**src/verilog/pcg_pkg.sv**
```systemverilog
// constants for the peripheral clock gate and reset control block
`default_nettype none

package pcg_pkg;

    // ------------------------------------------------------------------
    // register map (byte addresses)
    // ------------------------------------------------------------------
    localparam logic [31:0] PCG_ADDR_GATE    = 32'hE01FC0C4;
    localparam logic [31:0] PCG_ADDR_DIV     = 32'hE01FC100;
    localparam logic [31:0] PCG_ADDR_CAUSE   = 32'hE01FC180;

    // ------------------------------------------------------------------
    // gate register fields
    // ------------------------------------------------------------------
    localparam int          PCG_BIT_TIMER0   = 1;
    localparam int          PCG_BIT_TIMER1   = 2;
    localparam int          PCG_BIT_SERIAL0  = 3;
    localparam int          PCG_BIT_SERIAL1  = 4;
    localparam int          PCG_BIT_TWOWIRE0 = 7;
    localparam int          PCG_BIT_SYNCSER  = 8;
    localparam int          PCG_BIT_CALENDAR = 9;
    localparam int          PCG_BIT_SSPORT   = 10;
    localparam int          PCG_BIT_CONVERT  = 12;
    localparam int          PCG_BIT_TWOWIRE1 = 19;
    localparam int          PCG_BIT_TIMER2   = 22;
    localparam int          PCG_BIT_TIMER3   = 23;
    localparam logic [31:0] PCG_GATE_USED    = 32'h00C8179E;
    localparam logic [31:0] PCG_GATE_RESET   = 32'h00C8179E;

    // ------------------------------------------------------------------
    // reset cause fields
    // ------------------------------------------------------------------
    localparam int          PCG_CAUSE_W      = 3;
    localparam int          PCG_CAUSE_POR    = 0;
    localparam int          PCG_CAUSE_PIN    = 1;
    localparam int          PCG_CAUSE_WDOG   = 2;
    localparam logic [2:0]  PCG_CAUSE_RESET  = 3'h1;

    // ------------------------------------------------------------------
    // peripheral clock divider select codes
    // ------------------------------------------------------------------
    localparam logic [1:0]  PCG_DIV_QUARTER  = 2'h0;
    localparam logic [1:0]  PCG_DIV_FULL     = 2'h1;
    localparam logic [1:0]  PCG_DIV_HALF     = 2'h2;
    localparam logic [1:0]  PCG_DIV_RSVD     = 2'h3;

    // ------------------------------------------------------------------
    // timing
    // ------------------------------------------------------------------
    localparam int          PCG_CLK_PERIOD_NS = 4;
    localparam int          PCG_GLITCH_NS     = 100;
    localparam int          PCG_GLITCH_CYC    =
        (PCG_GLITCH_NS + PCG_CLK_PERIOD_NS - 1) / PCG_CLK_PERIOD_NS;
    localparam int          PCG_WAKE_CLOCKS   = 4096;
    localparam int          PCG_INIT_CYC      = 16;
    localparam int          PCG_CNT_W         = 13;
    localparam logic [31:0] PCG_BOOT_ADDR     = 32'h00000000;
    localparam int          PCG_STRAP_W       = 4;

    // ------------------------------------------------------------------
    // reset sequencer states
    // ------------------------------------------------------------------
    typedef enum logic [2:0] {
        PCG_ST_HOLD,
        PCG_ST_WAIT_OSC,
        PCG_ST_COUNT,
        PCG_ST_INIT,
        PCG_ST_FLASH,
        PCG_ST_RUN
    } pcg_state_type;

endpackage

`default_nettype wire

```
**src/verilog/pcg_sys_ctrl.sv**
```systemverilog
// peripheral clock gating, reset sequencing, cause flags, bus clock divider
//
// Implementation choice: the strobed register port.
`default_nettype none

// Function
// enable bit one passes clock, zero gates
// watchdog, GPIO, pinmux, sysctrl never gated
// peripheral access valid only when enabled
// bits 1-4: timers 0,1, serial 0,1
// bits 7-10: twowire0, SPI, calendar, SSP
// bits 12,19,22,23: converter, twowire1, timers
// every reset enables all gated peripherals
// software writes zero to reserved bits
// converter power-down cleared before clock off
// power-aware software clears unused enables
// pin/watchdog reset runs full wake sequence
// glitch filter on external reset pin
// pin held 10 ms, later 300 ns
// power-on reset registered within two clocks
// processor starts at address zero
// straps latched only on external reset
// flash operation aborted, reset waits settling
// write one clears cause flag
// power-on sets bit 0, clears others
// pin reset sets bit 1
// watchdog reset sets bit 2, others clear
// bus clock full/half/quarter, quarter default
// pll kept running through idle
// wake timer counts 4096 clocks
// divider code 11 ignored
// gated peripheral access ignored, no stall

module pcg_sys_ctrl
    import pcg_pkg::*;
#(
    parameter int WAKE_CLOCKS = PCG_WAKE_CLOCKS
) (
    // clock and power-on reset
    input  wire logic                    clock_in,
    input  wire logic                    rst_n_in,
    // reset sources and oscillator
    input  wire logic                    ext_reset_n_in,
    input  wire logic                    watchdog_timeout_in,
    input  wire logic                    watchdog_reset_enable_in,
    input  wire logic                    osc_running_in,
    // flash status
    input  wire logic                    flash_busy_in,
    input  wire logic                    flash_hv_settled_in,
    // configuration straps and power state
    input  wire logic [PCG_STRAP_W-1:0]  config_pins_in,
    input  wire logic                    idle_mode_in,
    input  wire logic                    pll_running_in,
    // peripheral access check
    input  wire logic                    periph_access_in,
    input  wire logic [4:0]              periph_sel_in,
    // register port
    input  wire logic [31:0]             reg_addr_in,
    input  wire logic [31:0]             reg_wdata_in,
    input  wire logic                    reg_wr_in,
    input  wire logic                    reg_rd_in,
    output logic      [31:0]             reg_rdata_out,
    // clock enables
    output logic      [31:0]             periph_clock_enable_out,
    output logic                         always_on_enable_out,
    output logic                         periph_clock_tick_out,
    output logic                         pll_keep_running_out,
    // reset outputs
    output logic                         chip_reset_n_out,
    output logic      [31:0]             boot_address_out,
    output logic      [PCG_STRAP_W-1:0]  config_latch_out,
    output logic                         flash_abort_out,
    // access result
    output logic                         periph_access_valid_out,
    output logic                         periph_access_refused_out
);

    // ------------------------------------------------------------------
    // helpers
    // ------------------------------------------------------------------
    function automatic logic gate_on(input logic [31:0] gate,
                                     input logic [4:0]  sel);
        gate_on = gate[sel] & PCG_GATE_USED[sel];
    endfunction

    function automatic logic [1:0] div_limit(input logic [1:0] sel);
        unique case (sel)
            PCG_DIV_FULL: div_limit = 2'h0;
            PCG_DIV_HALF: div_limit = 2'h1;
            default:      div_limit = 2'h3;
        endcase
    endfunction

    // ------------------------------------------------------------------
    // reset synchroniser
    // ------------------------------------------------------------------
    logic                    rst_meta_r;
    logic                    rst_sync_n_r;
    logic                    por_first_r;

    always_ff @(posedge clock_in or negedge rst_n_in) begin
        if (!rst_n_in) begin
            rst_meta_r   <= 1'b0;
            rst_sync_n_r <= 1'b0;
        end else begin
            rst_meta_r   <= 1'b1;
            rst_sync_n_r <= rst_meta_r;
        end
    end

    // ------------------------------------------------------------------
    // external reset glitch filter
    // ------------------------------------------------------------------
    logic [5:0]              ext_low_cnt_r;
    logic                    ext_filt_r;

    // short pulses never reach the counter limit, so they are dropped
    always_ff @(posedge clock_in or negedge rst_sync_n_r) begin
        if (!rst_sync_n_r) begin
            ext_low_cnt_r <= 6'h00;
            ext_filt_r    <= 1'b0;
        end else if (ext_reset_n_in) begin
            ext_low_cnt_r <= 6'h00;
            ext_filt_r    <= 1'b0;
        end else if (!ext_filt_r) begin
            if (ext_low_cnt_r == 6'(PCG_GLITCH_CYC - 1)) begin
                ext_filt_r <= 1'b1;
            end else begin
                ext_low_cnt_r <= ext_low_cnt_r + 6'h01;
            end
        end
    end

    // ------------------------------------------------------------------
    // reset sequencer
    // ------------------------------------------------------------------
    pcg_state_type           state_r;
    pcg_state_type           state_nxt;
    logic [PCG_CNT_W-1:0]    wait_cnt_r;
    logic                    wdog_evt;
    logic                    reset_start;
    logic                    flash_hold_r;

    assign wdog_evt    = watchdog_timeout_in & watchdog_reset_enable_in
                         & (state_r == PCG_ST_RUN);
    assign reset_start = (ext_filt_r | wdog_evt) & (state_r == PCG_ST_RUN);

    always_comb begin
        state_nxt = state_r;
        unique case (state_r)
            PCG_ST_HOLD: begin
                if (!ext_filt_r) state_nxt = PCG_ST_WAIT_OSC;
            end
            PCG_ST_WAIT_OSC: begin
                if (osc_running_in) state_nxt = PCG_ST_COUNT;
            end
            PCG_ST_COUNT: begin
                if (wait_cnt_r == PCG_CNT_W'(WAKE_CLOCKS - 1)) begin
                    state_nxt = PCG_ST_INIT;
                end
            end
            PCG_ST_INIT: begin
                if (wait_cnt_r == PCG_CNT_W'(PCG_INIT_CYC - 1)) begin
                    state_nxt = PCG_ST_FLASH;
                end
            end
            PCG_ST_FLASH: begin
                // after an aborted flash operation, completion held off until flash voltages settle
                if (!flash_hold_r || flash_hv_settled_in) begin
                    state_nxt = PCG_ST_RUN;
                end
            end
            PCG_ST_RUN: begin
                if (reset_start) state_nxt = PCG_ST_HOLD;
            end
        endcase
        // the pin wins over any stage of the sequence
        if (ext_filt_r) state_nxt = PCG_ST_HOLD;
    end

    always_ff @(posedge clock_in or negedge rst_sync_n_r) begin
        if (!rst_sync_n_r) begin
            state_r          <= PCG_ST_HOLD;
            wait_cnt_r       <= '0;
            chip_reset_n_out <= 1'b0;
        end else begin
            state_r          <= state_nxt;
            chip_reset_n_out <= (state_nxt == PCG_ST_RUN);
            if (state_nxt != state_r) begin
                wait_cnt_r <= '0;
            end else begin
                wait_cnt_r <= wait_cnt_r + PCG_CNT_W'(1);
            end
        end
    end

    always_ff @(posedge clock_in or negedge rst_sync_n_r) begin
        if (!rst_sync_n_r) begin
            flash_hold_r    <= 1'b0;
            flash_abort_out <= 1'b0;
        end else begin
            flash_abort_out <= reset_start & flash_busy_in;
            if (reset_start && flash_busy_in) begin
                flash_hold_r <= 1'b1;
            end else if (state_r == PCG_ST_RUN) begin
                flash_hold_r <= 1'b0;
            end
        end
    end

    // ------------------------------------------------------------------
    // boot address and configuration straps
    // ------------------------------------------------------------------
    always_ff @(posedge clock_in or negedge rst_sync_n_r) begin
        if (!rst_sync_n_r) begin
            por_first_r      <= 1'b1;
            config_latch_out <= '0;
            boot_address_out <= PCG_BOOT_ADDR;
        end else begin
            por_first_r      <= 1'b0;
            boot_address_out <= PCG_BOOT_ADDR;
            // watchdog resets leave the straps as they were
            if (ext_filt_r || por_first_r) begin
                config_latch_out <= config_pins_in;
            end
        end
    end

    // ------------------------------------------------------------------
    // register writes
    // ------------------------------------------------------------------
    logic [31:0]             gate_r;
    logic [1:0]              div_r;
    logic [2:0]              cause_r;
    logic [2:0]              cause_set;
    logic [2:0]              cause_clr;
    logic                    wr_gate;
    logic                    wr_div;
    logic                    wr_cause;

    assign wr_gate  = reg_wr_in & (reg_addr_in == PCG_ADDR_GATE);
    assign wr_div   = reg_wr_in & (reg_addr_in == PCG_ADDR_DIV);
    assign wr_cause = reg_wr_in & (reg_addr_in == PCG_ADDR_CAUSE);

    always_ff @(posedge clock_in or negedge rst_sync_n_r) begin
        if (!rst_sync_n_r) begin
            gate_r <= PCG_GATE_RESET;
        end else if (state_r != PCG_ST_RUN) begin
            gate_r <= PCG_GATE_RESET;
        end else if (wr_gate) begin
            // reserved positions are not stored
            gate_r <= reg_wdata_in & PCG_GATE_USED;
        end
    end

    always_ff @(posedge clock_in or negedge rst_sync_n_r) begin
        if (!rst_sync_n_r) begin
            div_r <= PCG_DIV_QUARTER;
        end else if (state_r != PCG_ST_RUN) begin
            div_r <= PCG_DIV_QUARTER;
        end else if (wr_div && reg_wdata_in[1:0] != PCG_DIV_RSVD) begin
            div_r <= reg_wdata_in[1:0];
        end
    end

    always_comb begin
        cause_set = 3'h0;
        cause_clr = 3'h0;
        cause_set[PCG_CAUSE_PIN]  = ext_filt_r;
        cause_set[PCG_CAUSE_WDOG] = wdog_evt;
        cause_clr[PCG_CAUSE_WDOG] = ext_filt_r;
        if (wr_cause) begin
            cause_clr = cause_clr | reg_wdata_in[2:0];
        end
    end

    // power-on sets the reset value; a new event beats a clear
    always_ff @(posedge clock_in or negedge rst_sync_n_r) begin
        if (!rst_sync_n_r) begin
            cause_r <= PCG_CAUSE_RESET;
        end else begin
            cause_r <= (cause_r & ~cause_clr) | cause_set;
        end
    end

    // ------------------------------------------------------------------
    // register reads: data only in the cycle after the strobe
    // ------------------------------------------------------------------
    always_ff @(posedge clock_in or negedge rst_sync_n_r) begin
        if (!rst_sync_n_r) begin
            reg_rdata_out <= 32'h00000000;
        end else if (reg_rd_in) begin
            unique case (reg_addr_in)
                PCG_ADDR_GATE:  reg_rdata_out <= gate_r;
                PCG_ADDR_DIV:   reg_rdata_out <= {30'h0, div_r};
                PCG_ADDR_CAUSE: reg_rdata_out <= {29'h0, cause_r};
                default:        reg_rdata_out <= 32'h00000000;
            endcase
        end else begin
            reg_rdata_out <= 32'h00000000;
        end
    end

    // ------------------------------------------------------------------
    // clock enables
    // ------------------------------------------------------------------
    always_ff @(posedge clock_in or negedge rst_sync_n_r) begin
        if (!rst_sync_n_r) begin
            periph_clock_enable_out <= PCG_GATE_RESET;
            always_on_enable_out    <= 1'b1;
        end else begin
            periph_clock_enable_out <= gate_r;
            always_on_enable_out    <= 1'b1;
        end
    end

    // ------------------------------------------------------------------
    // bus clock divider
    // ------------------------------------------------------------------
    logic [1:0]              pclk_cnt_r;

    // >= lets a smaller limit take over at once: one period may be short
    always_ff @(posedge clock_in or negedge rst_sync_n_r) begin
        if (!rst_sync_n_r) begin
            pclk_cnt_r            <= 2'h0;
            periph_clock_tick_out <= 1'b0;
        end else if (pclk_cnt_r >= div_limit(div_r)) begin
            pclk_cnt_r            <= 2'h0;
            periph_clock_tick_out <= 1'b1;
        end else begin
            pclk_cnt_r            <= pclk_cnt_r + 2'h1;
            periph_clock_tick_out <= 1'b0;
        end
    end

    // pll state frozen during idle so the divider keeps its source
    always_ff @(posedge clock_in or negedge rst_sync_n_r) begin
        if (!rst_sync_n_r) begin
            pll_keep_running_out <= 1'b0;
        end else if (!idle_mode_in) begin
            pll_keep_running_out <= pll_running_in;
        end
    end

    // ------------------------------------------------------------------
    // peripheral access check
    // ------------------------------------------------------------------
    always_ff @(posedge clock_in or negedge rst_sync_n_r) begin
        if (!rst_sync_n_r) begin
            periph_access_valid_out   <= 1'b0;
            periph_access_refused_out <= 1'b0;
        end else begin
            periph_access_valid_out   <= periph_access_in
                                         & gate_on(gate_r, periph_sel_in);
            periph_access_refused_out <= periph_access_in
                                         & ~gate_on(gate_r, periph_sel_in);
        end
    end
endmodule

`default_nettype wire

```
**config.mk**
```make
export PLATFORM = sky130hd
export DESIGN_NAME = pcg_sys_ctrl
export DESIGN_NICKNAME = d
export VERILOG_FILES = /design/src/verilog/pcg_pkg.sv /design/src/verilog/pcg_sys_ctrl.sv
export SDC_FILE = /design/constraint.sdc
export NUM_CORES = 1
export LEC_CHECK = 0
export BUFFER_PORTS_ARGS = -buffer_cell sky130_fd_sc_hd__buf_4
export CAP_MARGIN = 10
export CORE_UTILIZATION = 30
export CTS_BUF_LIST = sky130_fd_sc_hd__clkbuf_8
export DETAILED_ROUTE_END_ITERATION = 10
export GPL_ROUTABILITY_DRIVEN = 0
export GPL_TIMING_DRIVEN = 0
export PLACE_DENSITY_LB_ADDON = 0.15
export SETUP_SLACK_MARGIN = 0.4
export SYNTH_ARGS = -nofsm -noshare
export SYNTH_HDL_FRONTEND = slang
export SYNTH_SLANG_ARGS = --single-unit
```
**constraint.sdc**
```tcl
create_clock -name clock_in -period 4.55 [get_ports clock_in]
set_input_delay 0.2275 -clock clock_in [delete_from_list [all_inputs] [get_ports clock_in]]
set_output_delay 0.2275 -clock clock_in [all_outputs]
set_load 0.02 [all_outputs]
```
; ---- Yosys cells after proc, flatten, opt, wreduce, memory -nomap -nowiden
; Memory sizes are Yosys's and may differ from the RTL's.
; Cells that the tools add are included.
[totals]
regBits = 140
romBits = 32
elab_cells = 101
n_memories = 1
[mem_list]
columns = name, depth, word_bits, rd, rd_clocked_by_memory_dff, wr, line_no
row1 = (no name shown), 32, 1, 1, 0, 0, pcg_sys_ctrl.sv:83  ; gate_on = gate[sel] & PCG_GATE_USED[sel];
[classes]
addsub = 3
n_lt_le_gt_ge = 2
eq_ne = 19
muxes = 29
bitwise = 16
reduce_logical = 10
[op_table]
columns = operator, count
row1 = $eq A32 B32 Y1 const B, 3
row2 = $mux W32, 3
row3 = $pmux W32 S3, 1
row4 = $mux W3, 7
row5 = $mux W6, 3
row6 = $pmux W3 S6, 1
row7 = $add A13 B1 Y13 const B, 1
row8 = $eq A13 B12 Y1 const B, 1
row9 = $eq A13 B4 Y1 const B, 1
row10 = $mux W13, 1
row11 = $and A1 B1 Y1, 10
row12 = $eq A3 B3 Y1 const B, 3
row13 = $mux W1, 8
row14 = $add A6 B1 Y6 const B, 1
row15 = $eq A3 B2 Y1 const B, 2
row16 = $eq A6 B5 Y1 const B, 1
row17 = $lt A5 B6 Y1 const B, 1
row18 = $mux W2, 3
row19 = $ne A2 B2 Y1 const B, 3
row20 = $or A3 B3 Y3, 2
row21 = $reduce_bool A2 Y1, 3
row22 = $bmux W1 S5, 1
row23 = $pmux W2 S2, 1
row24 = $and A3 B3 Y3, 1
row25 = 15 further kinds, 17

; ---- Depth between registers and ports, before layout
; Gate-level depths: netlist of run 1.
[logic_depth]
word_depth = 9
ltp_mapped = 8

; ---- Least setup slack after synthesis of run 1
; OpenSTA, ideal clock, no wires.
[synth_timing]
path_type = reg2reg
start = reg state_r[2]
end = reg wait_cnt_r[4]
arrival_time_ns = 1.860
path_slack_ns = 2.570
path_stages_with_launch = 8
n_path_buf = 2
synth_period_minus_slack_ns = 1.980
cell_sequence = dfrtp_1 clkbuf_2 or4b_1 nor4_2 nor2_1 o31ai_2 buf_4 nor3_1
[synth_via]
elab_chain_len = 9
word_cells_on_any_way = 18
classes_between = eq/ne: 6 / mux: 8 / bitwise: 3 / reduce/logical: 1
[synth_lines]
columns = item, line_no
row1 = from (decl), pcg_sys_ctrl.sv:137  ; pcg_state_type state_r;
row2 = from (signal assigned), pcg_sys_ctrl.sv:187  ; state_r <= state_nxt;
row3 = $eq A3 B3 Y1, "pcg_sys_ctrl.sv:145, pcg_sys_ctrl.sv:146, pcg_sys_ctrl.sv:150"
row4 = $and A1 B1 Y1, pcg_sys_ctrl.sv:145  ; & (state_r == PCG_ST_RUN);
row5 = $or A1 B1 Y1, pcg_sys_ctrl.sv:146  ; assign reset_start = (ext_filt_r | wdog_evt) & (state_r == PCG_ST_RUN);
row6 = $and A1 B1 Y1, pcg_sys_ctrl.sv:146
row7 = $mux W3, pcg_sys_ctrl.sv:174  ; if (reset_start) state_nxt = PCG_ST_HOLD;
row8 = $pmux W3 S6, pcg_sys_ctrl.sv:150  ; unique case (state_r)
row9 = $mux W3, pcg_sys_ctrl.sv:178  ; if (ext_filt_r) state_nxt = PCG_ST_HOLD;
row10 = $ne A3 B3 Y1 (*), pcg_sys_ctrl.sv:189  ; if (state_nxt != state_r) begin
row11 = $mux W13 (*), pcg_sys_ctrl.sv:189
row12 = to (signal assigned), pcg_sys_ctrl.sv:192  ; wait_cnt_r <= wait_cnt_r + PCG_CNT_W'(1);
row13 = to (decl), pcg_sys_ctrl.sv:139  ; logic [PCG_CNT_W-1:0] wait_cnt_r;
; Mark *: on every way between the ends. The rest lies on a longest branch, timed or not.
; A chain may end at the register's enable or synchronous reset.

; ---- Worst setup path after layout of run 1
[layout_timing]
start = reg state_r[2]
end = reg wait_cnt_r[3]
; The elaborated chain is that of the path after synthesis.

==> results of run 1 <==
[where the power goes]
group / internal [uW] / total (uW) / switching [uW]
Combinational: 170 / 370 / 200
Sequential: 756 / 785 / 29.4
Clock: 219 / 497 / 278
Total: 1150 / 1650 / 507
[layout by cell type (no fill, tap or decap), types with 3 or more instances in the layout]
master,synthesis,routed
dfrtp_1,55,54
clkinvlp_4,0,3
mux2_2,5,5
nand4b_1,3,3
dfstp_2,26,26
nand2_1,23,23
buf_4,73,174
nor3_1,19,19
clkbuf_1,4,4
xnor2_1,7,7
clkbuf_8,0,10
buf_2,3,3
a21oi_1,8,8
nand3_1,8,8
inv_1,16,16
xor2_1,9,9
nor4bb_1,3,3
ha_1,9,9
nand4_1,6,6
and2_1,13,13
conb_1,2,74
or3_1,4,4
mux2i_1,15,15
nor2_1,24,24
o21ai_0,9,9
[per-layer routing]
layer,vias to the layer above,track usage,wire length [um]
met4,0,0.0424,106
li1,1565,-,-
met5,-,0,0
met2,97,0.194,4130
met1,1386,0.162,3800
met3,10,0.0335,473
[final cells by class]
cell class                 instances  area [um^2]
fill                            1349         7780
sequential                        81         2060
multi-input combinational        283         1740
timing repair buffer             103          796
buffer                            83          606
tap                              176          220
clock buffer                      10          138
inverter                          16         60.1
clock inverter                     6         51.3
[state kept, by name, summed over array words and instances (netlist names), 2 cells and up]
signal / cells
state_r: 3
config_latch_out: 4
wait_cnt_r: 13
periph_clock_enable_out: 12
ext_low_cnt_r: 6
cause_r: 3
gate_r: 12
div_r: 2
reg_rdata_out: 13
pclk_cnt_r: 2
[cell families (layout without fill, tap and decap cells)]
kind of cell / after synthesis / after routing / synth area share
adder cells (fa/ha/maj): 9 / 9 / 0.0269
buffers and inverters: 99 / 218 / 0.159
flip-flops: 81 / 81 / 0.491
AO/OA/AOI/OAI: 36 / 36 / 0.0594
multiplexers: 20 / 20 / 0.0492
AND/OR/NAND/NOR: 128 / 128 / 0.180
XOR/XNOR: 16 / 16 / 0.0334
other: 2 / 74 / 0.00179
[worst paths after layout]
| kind | from | end | slack (ps) | depth (start not counted) |
|---|---|---|---|---|
| worst max-delay path | state_r[2] | wait_cnt_r[3] | 2330 | 7 |
| worst min-delay path | reg_wdata_in[0] | cause_r[0] | 30 | 2 |
| worst max register to register | state_r[2] | wait_cnt_r[3] | 2330 | 7 |
| worst min register to register | rst_sync_n_r | reg_rdata_out[0] | 290 | 0 |
| max in group asynchronous | rst_sync_n_r | gate_r[4] | 3620 | 1 |
| min in group asynchronous | rst_n_in | rst_sync_n_r | 180 | 2 |
[critical path, delay by kind of cell (launching register included)]
family	cells	cell delay, ps
AOI/OAI and AO/OA	1	340
and+or+nand+nor	4	1000
buffers and inverters	2	410
DFF	1	360
[stage by stage]
step	utilization	area (um^2)	setup slack [ps]	hold slack, ps
floorplan	-	4460	2170	-68.1
global placement	0.405	5440	1220	10.4
detailed placement	0.407	5470	2340	11.7
CTS	0.422	5670	2330	16.1
global route	0.422	5670	2180	30.6
finish	0.422	5670	2330	31.7
[what timing repair did]
| action | 4_1_cts | 5_1_grt |
|---|---|---|
| hold endpoints to repair | 2 | 0 |
| setup endpoints to repair | 0 | 0 |
| hold buffers | 1 | 0 |
==> results_dict.tcl, run 1 <==
set metrics [dict create \
    syn_to_final_growth_pct 35.3 \
    synth-seq-cells 81 \
    die_area_um2 14500 \
    setup_viol 0 \
    critPathLaunchType "flop" \
    path_class "reg -> reg" \
    die_w_um 120 \
    ys_types 58 \
    ios 193 \
    yosysMostFrequentCell "buf_4" \
    syn-cell-area_um2 4190 \
    finalHoldViolations 0 \
    dp_hpwl_um 6620 \
    power.density_nw_per_um2 291 \
    worst_ep_required_time_ps 4800 \
    antenna_found_initial 0 \
    final_cells 758 \
    slowest_stage "or4b_1" \
    clock_latency_ps 360 \
    start_util 0.312 \
    post-cts-setup-buffers 0 \
    synth-async-reset-ratio 1.00 \
    max_slew.worst_pin.slew_ps 542 \
    power_uw 1650 \
    root_buffer "clkbuf_8" \
    drv_slew 0 \
    grt_pass1_vias 2858 \
    yosys-top-cells-count "buf_4 (73), dfrtp_1 (55), dfstp_2 (26), nor2_1 (24), nand2_1 (23)" \
    grt_setup_unrepaired "false" \
    numCtsBuffers 9 \
    p_leak_uw 0.00282 \
    io_buffers 101 \
    die_h_um 120 \
    outcome "finished clean" \
    holdCritPathClass "in -> reg" \
    cts_tree "yes" \
    ys_seq_area_frac 0.491 \
    yosys_warnings 0 \
    nets 672 \
    core_um2 13500 \
    yosysTopAreaCell "dfrtp_1" \
    fin_crit_ps 2220 \
    grt_pass1_wl_um 13900 \
    synthCells 391 \
    cts_resized 0 \
    cp_max_fo 10 \
    clock_path_buffers 2 \
    clkSlewWorstSetupHoldPaths_ps 80 \
    synth_top_area_share 0.328 \
    rows 42 \
    firstDrtPassIters 4 \
    drt_iter0_drc 119 \
    grt-ovfl-total 0 \
    fin_worst_skew_ps 11.0 \
    yosys-top-cells-area "dfrtp_1 (33%), dfstp_2 (16%), buf_4 (13%), mux2i_1 (3.6%), ha_1 (2.7%)" \
    crit_arrival_ps 2470 \
    path_cells "clkbuf_2, or4b_1, nor4_2, nor2_1, o31ai_2, buf_4, nor3_1" \
    fmax_ghz 0.451 \
    max_cap_violations 0 \
    final_layout_size_suffix_gt1_frac 0.412 \
    vias 3058 \
    routedWlPerCell_um 11.2 \
    clock-sinks 81 \
    ir_drop_mv 0.203 \
    syn_area_per_cell_um2 10.7 \
    ys.flop_type "dfrtp_1" \
    grt_max_degree 44 \
    finalCritPeriodShare 0.488 \
    slew_headroom 0.636 \
    synth-edff-count 0 \
    wl_um 8510 \
    slowest_delay_ps 540 \
    htree_num_levels 3 \
    viasPerCell 4.03 \
    track_usage 0.123 \
    placed_cells_incl_taps 741 \
    setup_total_negative_slack_ps 0 \
    critPathCaptureType "flop" \
    ant_nets 0 \
    diodes 0 \
    drc 0 \
]
Note: power is estimated with default switching activity, not from simulation.
==> run 2: changes to the inputs <==
- ABC_AREA: default -> 1
- clock period: 4.55 -> 1.8 ns (I/O delays scaled with it)
==> run 2 against run 1 <==
  * Sequential power grew to 2.5 times the previous value
  * Sequential share of layout area fell by 5.1 points
  * Critical path depth up 7
  * Sequential cell count stayed put
  * Highest routed layer unchanged
  * Die area increased by 6.2%
  * Largest power group unchanged
  * Wire length up 19%
  * Largest cell class unchanged
  * Count of clock-buffer cells in the layout is 2 higher
  * Critical path type unchanged
  * Synthesized cell count up 33%
  * Critical endpoint is now wait_cnt_r[6]
  * Global-route usage up 1.6 points
==> results_dict.tcl, run 2 <==
set metrics [dict create \
    combPwrFrac 0.354 \
    ir_drop_mv 0.543 \
    layout.cells.most_common_list "buf_4 (193), conb_1 (74), nand2_1 (73)" \
    track_usage 0.139 \
    synth-edff-count 0 \
    die_area_um2 15300 \
    htree_num_levels 3 \
    finalCritPeriodShare 0.976 \
    seq_power_share 0.374 \
    r2r_end "wait_cnt_r[6]" \
    yosys-top-cells-count "nand2_1 (86), buf_4 (72), inv_1 (58), nor2_1 (56), dfrtp_1 (55)" \
    setup.worst_path.start "wait_cnt_r[0]" \
    core_um2 14500 \
    cts_tree "yes" \
    yosysMostFrequentCell "nand2_1" \
    io_buffers 100 \
    fin_worst_skew_ps 10.1 \
    final_layout_size_suffix_gt1_frac 0.427 \
    viasPerCell 4.06 \
    rows 44 \
    outcome "finished clean" \
    drv_slew 0 \
    synthCells 520 \
    start_util 0.307 \
    fin_crit_ps 1760 \
    cp_max_fo 5 \
    grt_max_degree 61 \
    diodes 0 \
    critPathMostFrequentCell "nand2_2" \
    die_w_um 124 \
    critPathCapture "wait_cnt_r[6]" \
    finalHoldViolations 0 \
    critPathLaunchType "flop" \
    power_uw 5300 \
    power.internal_uw 3630 \
    reg.largest.list "reg_rdata_out (13), wait_cnt_r (13)" \
    drc 0 \
    rr_startpoint "wait_cnt_r[0]" \
    post-route-util 0.456 \
    syn_area_per_cell_um2 8.57 \
    path_cells "ha_4, nand3_4, nor2_4, nand2_1, nand2_2, nand2_2, nand2_2, nand2_2, nand2_2, nor2_4, nand2_4, buf_12, buf_12, nor2_2" \
    power.density_nw_per_um2 801 \
    worst_r2r_path_depth 14 \
    grt_pass1_wl_um 16300 \
    p_leak_uw 0.00352 \
    clock-sinks 81 \
    synth_top_area_share 0.309 \
    fmax_ghz 0.569 \
    path_buf_inv 2 \
    vias 3827 \
    power_switching_uw 1670 \
    clkSlewWorstSetupHoldPaths_ps 80 \
    ant_nets 0 \
    synth-seq-cells 81 \
    ys_types 40 \
    numCtsBuffers 9 \
    grt_setup_unrepaired "true" \
    wl_um 10100 \
    syn-cell-area_um2 4460 \
    antenna_found_initial 0 \
    reg2reg_setup_slack_ps 40 \
    die_h_um 124 \
    crit_cells 14 \
    p_clk_frac 0.272 \
    clock_latency_ps 360 \
    yosys-top-cells-area "dfrtp_1 (31%), dfstp_2 (15%), buf_4 (12%), nand2_1 (7.2%), nand3_1 (5.1%)" \
    nets 849 \
    swShare 0.316 \
    routedWlPerCell_um 10.7 \
    root_buffer "clkbuf_8" \
    slowest_delay_ps 420 \
    setup_viol 0 \
    drt_iter0_drc 235 \
    yosysTopAreaCell "dfrtp_1" \
    firstDrtPassIters 5 \
    dp_hpwl_um 7400 \
    ys_seq_area_frac 0.462 \
    synth-async-reset-ratio 1.00 \
    critPathCaptureType "flop" \
    grt_pass1_vias 3679 \
    crit_arrival_ps 2040 \
    grt-ovfl-total 0 \
    slowest_stage "dfrtp_1" \
    crit_family "simple AND/OR/NAND/NOR gates" \
    syn_to_final_growth_pct 48.6 \
    path_class "reg -> reg" \
    yosys_warnings 0 \
    ys.flop_type "dfrtp_1" \
    clock_path_buffers 2 \
    max_cap_violations 0 \
    ios 193 \
    worst_ep_required_time_ps 2090 \
    layout_commonest_cell "buf_4" \
    holdCritPathClass "in -> async" \
]
==> run 2: layout make-up <==
class / count / area [um^2]
clock inverter: 4 / 56.3
inverter: 63 / 241
clock buffer: 12 / 165
buffer: 81 / 606
tap: 184 / 230
timing repair buffer: 151 / 1270
fill: 1458 / 7910
multi-input combinational: 367 / 1990
sequential: 81 / 2070
==> run 2: timing repair <==
| action | in CTS | in global routing |
|---|---|---|
| setup endpoints to repair | 28 | 36 |
| hold endpoints to repair | 27 | 0 |
| buffers inserted | 14 | 11 |
| gates cloned | 1 | 0 |
| resized for setup | 31 | 33 |
| pin swaps | 9 | 9 |
| hold buffers | 24 | 0 |
==> run 2: routing by layer <==
metal / routed length (um) / global-route usage
met1: 4260 / 0.155
met2: 5120 / 0.247
met3: 615 / 0.0485
met4: 108 / 0.0414
met5: 0 / 0
==> run 2: worst min-delay path by stage <==
| stage | from | endpoint | slack [ps] | cells after the start |
|---|---|---|---|---|
| floorplan | rst_n_in | rst_meta_r | -210 | 0 |
| global placement | rst_n_in | rst_meta_r | -130 | 1 |
| detailed placement | rst_n_in | rst_meta_r | -130 | 1 |
| CTS | rst_n_in | rst_sync_n_r | 9 | 2 |
| global route | rst_n_in | rst_sync_n_r | 3 | 2 |
| finish | rst_n_in | rst_sync_n_r | 40 | 2 |
==> run 2: cells by family after synthesis <==
group,count (synthesis),share of synthesized area
adders and majority gates,9,0.0253
muxes,5,0.0126
AOI/OAI and AO/OA,29,0.0365
DFF,81,0.462
other,2,0.00169
xor gates and xnor gates,11,0.0216
buffers and inverters,144,0.188
and+or+nand+nor,239,0.252
==> run 2: metrics by stage <==
step	std cells	TNS [ps]	area, um^2	setup WS (ps)	hold slack (ps)
floorplan	592	0	4740	204	-206
global placement	876	-3830	5720	-75.2	-126
detailed placement	877	-0.651	5750	-0.383	-126
CTS	932	0	6470	53.1	9.41
global route	943	-568	6620	-68.3	2.55
finish	943	0	6620	43.0	35.5
==> run 2: power groups by stage <==
stage	Combinational (uW)	Sequential [uW]	Clock (uW)
after floorplan	837	2020	0
after global placement	1090	2020	0
after detailed placement	1140	2000	0
after CTS	1700	1980	1520
after global routing	2030	1990	1600
final	1880	1990	1440
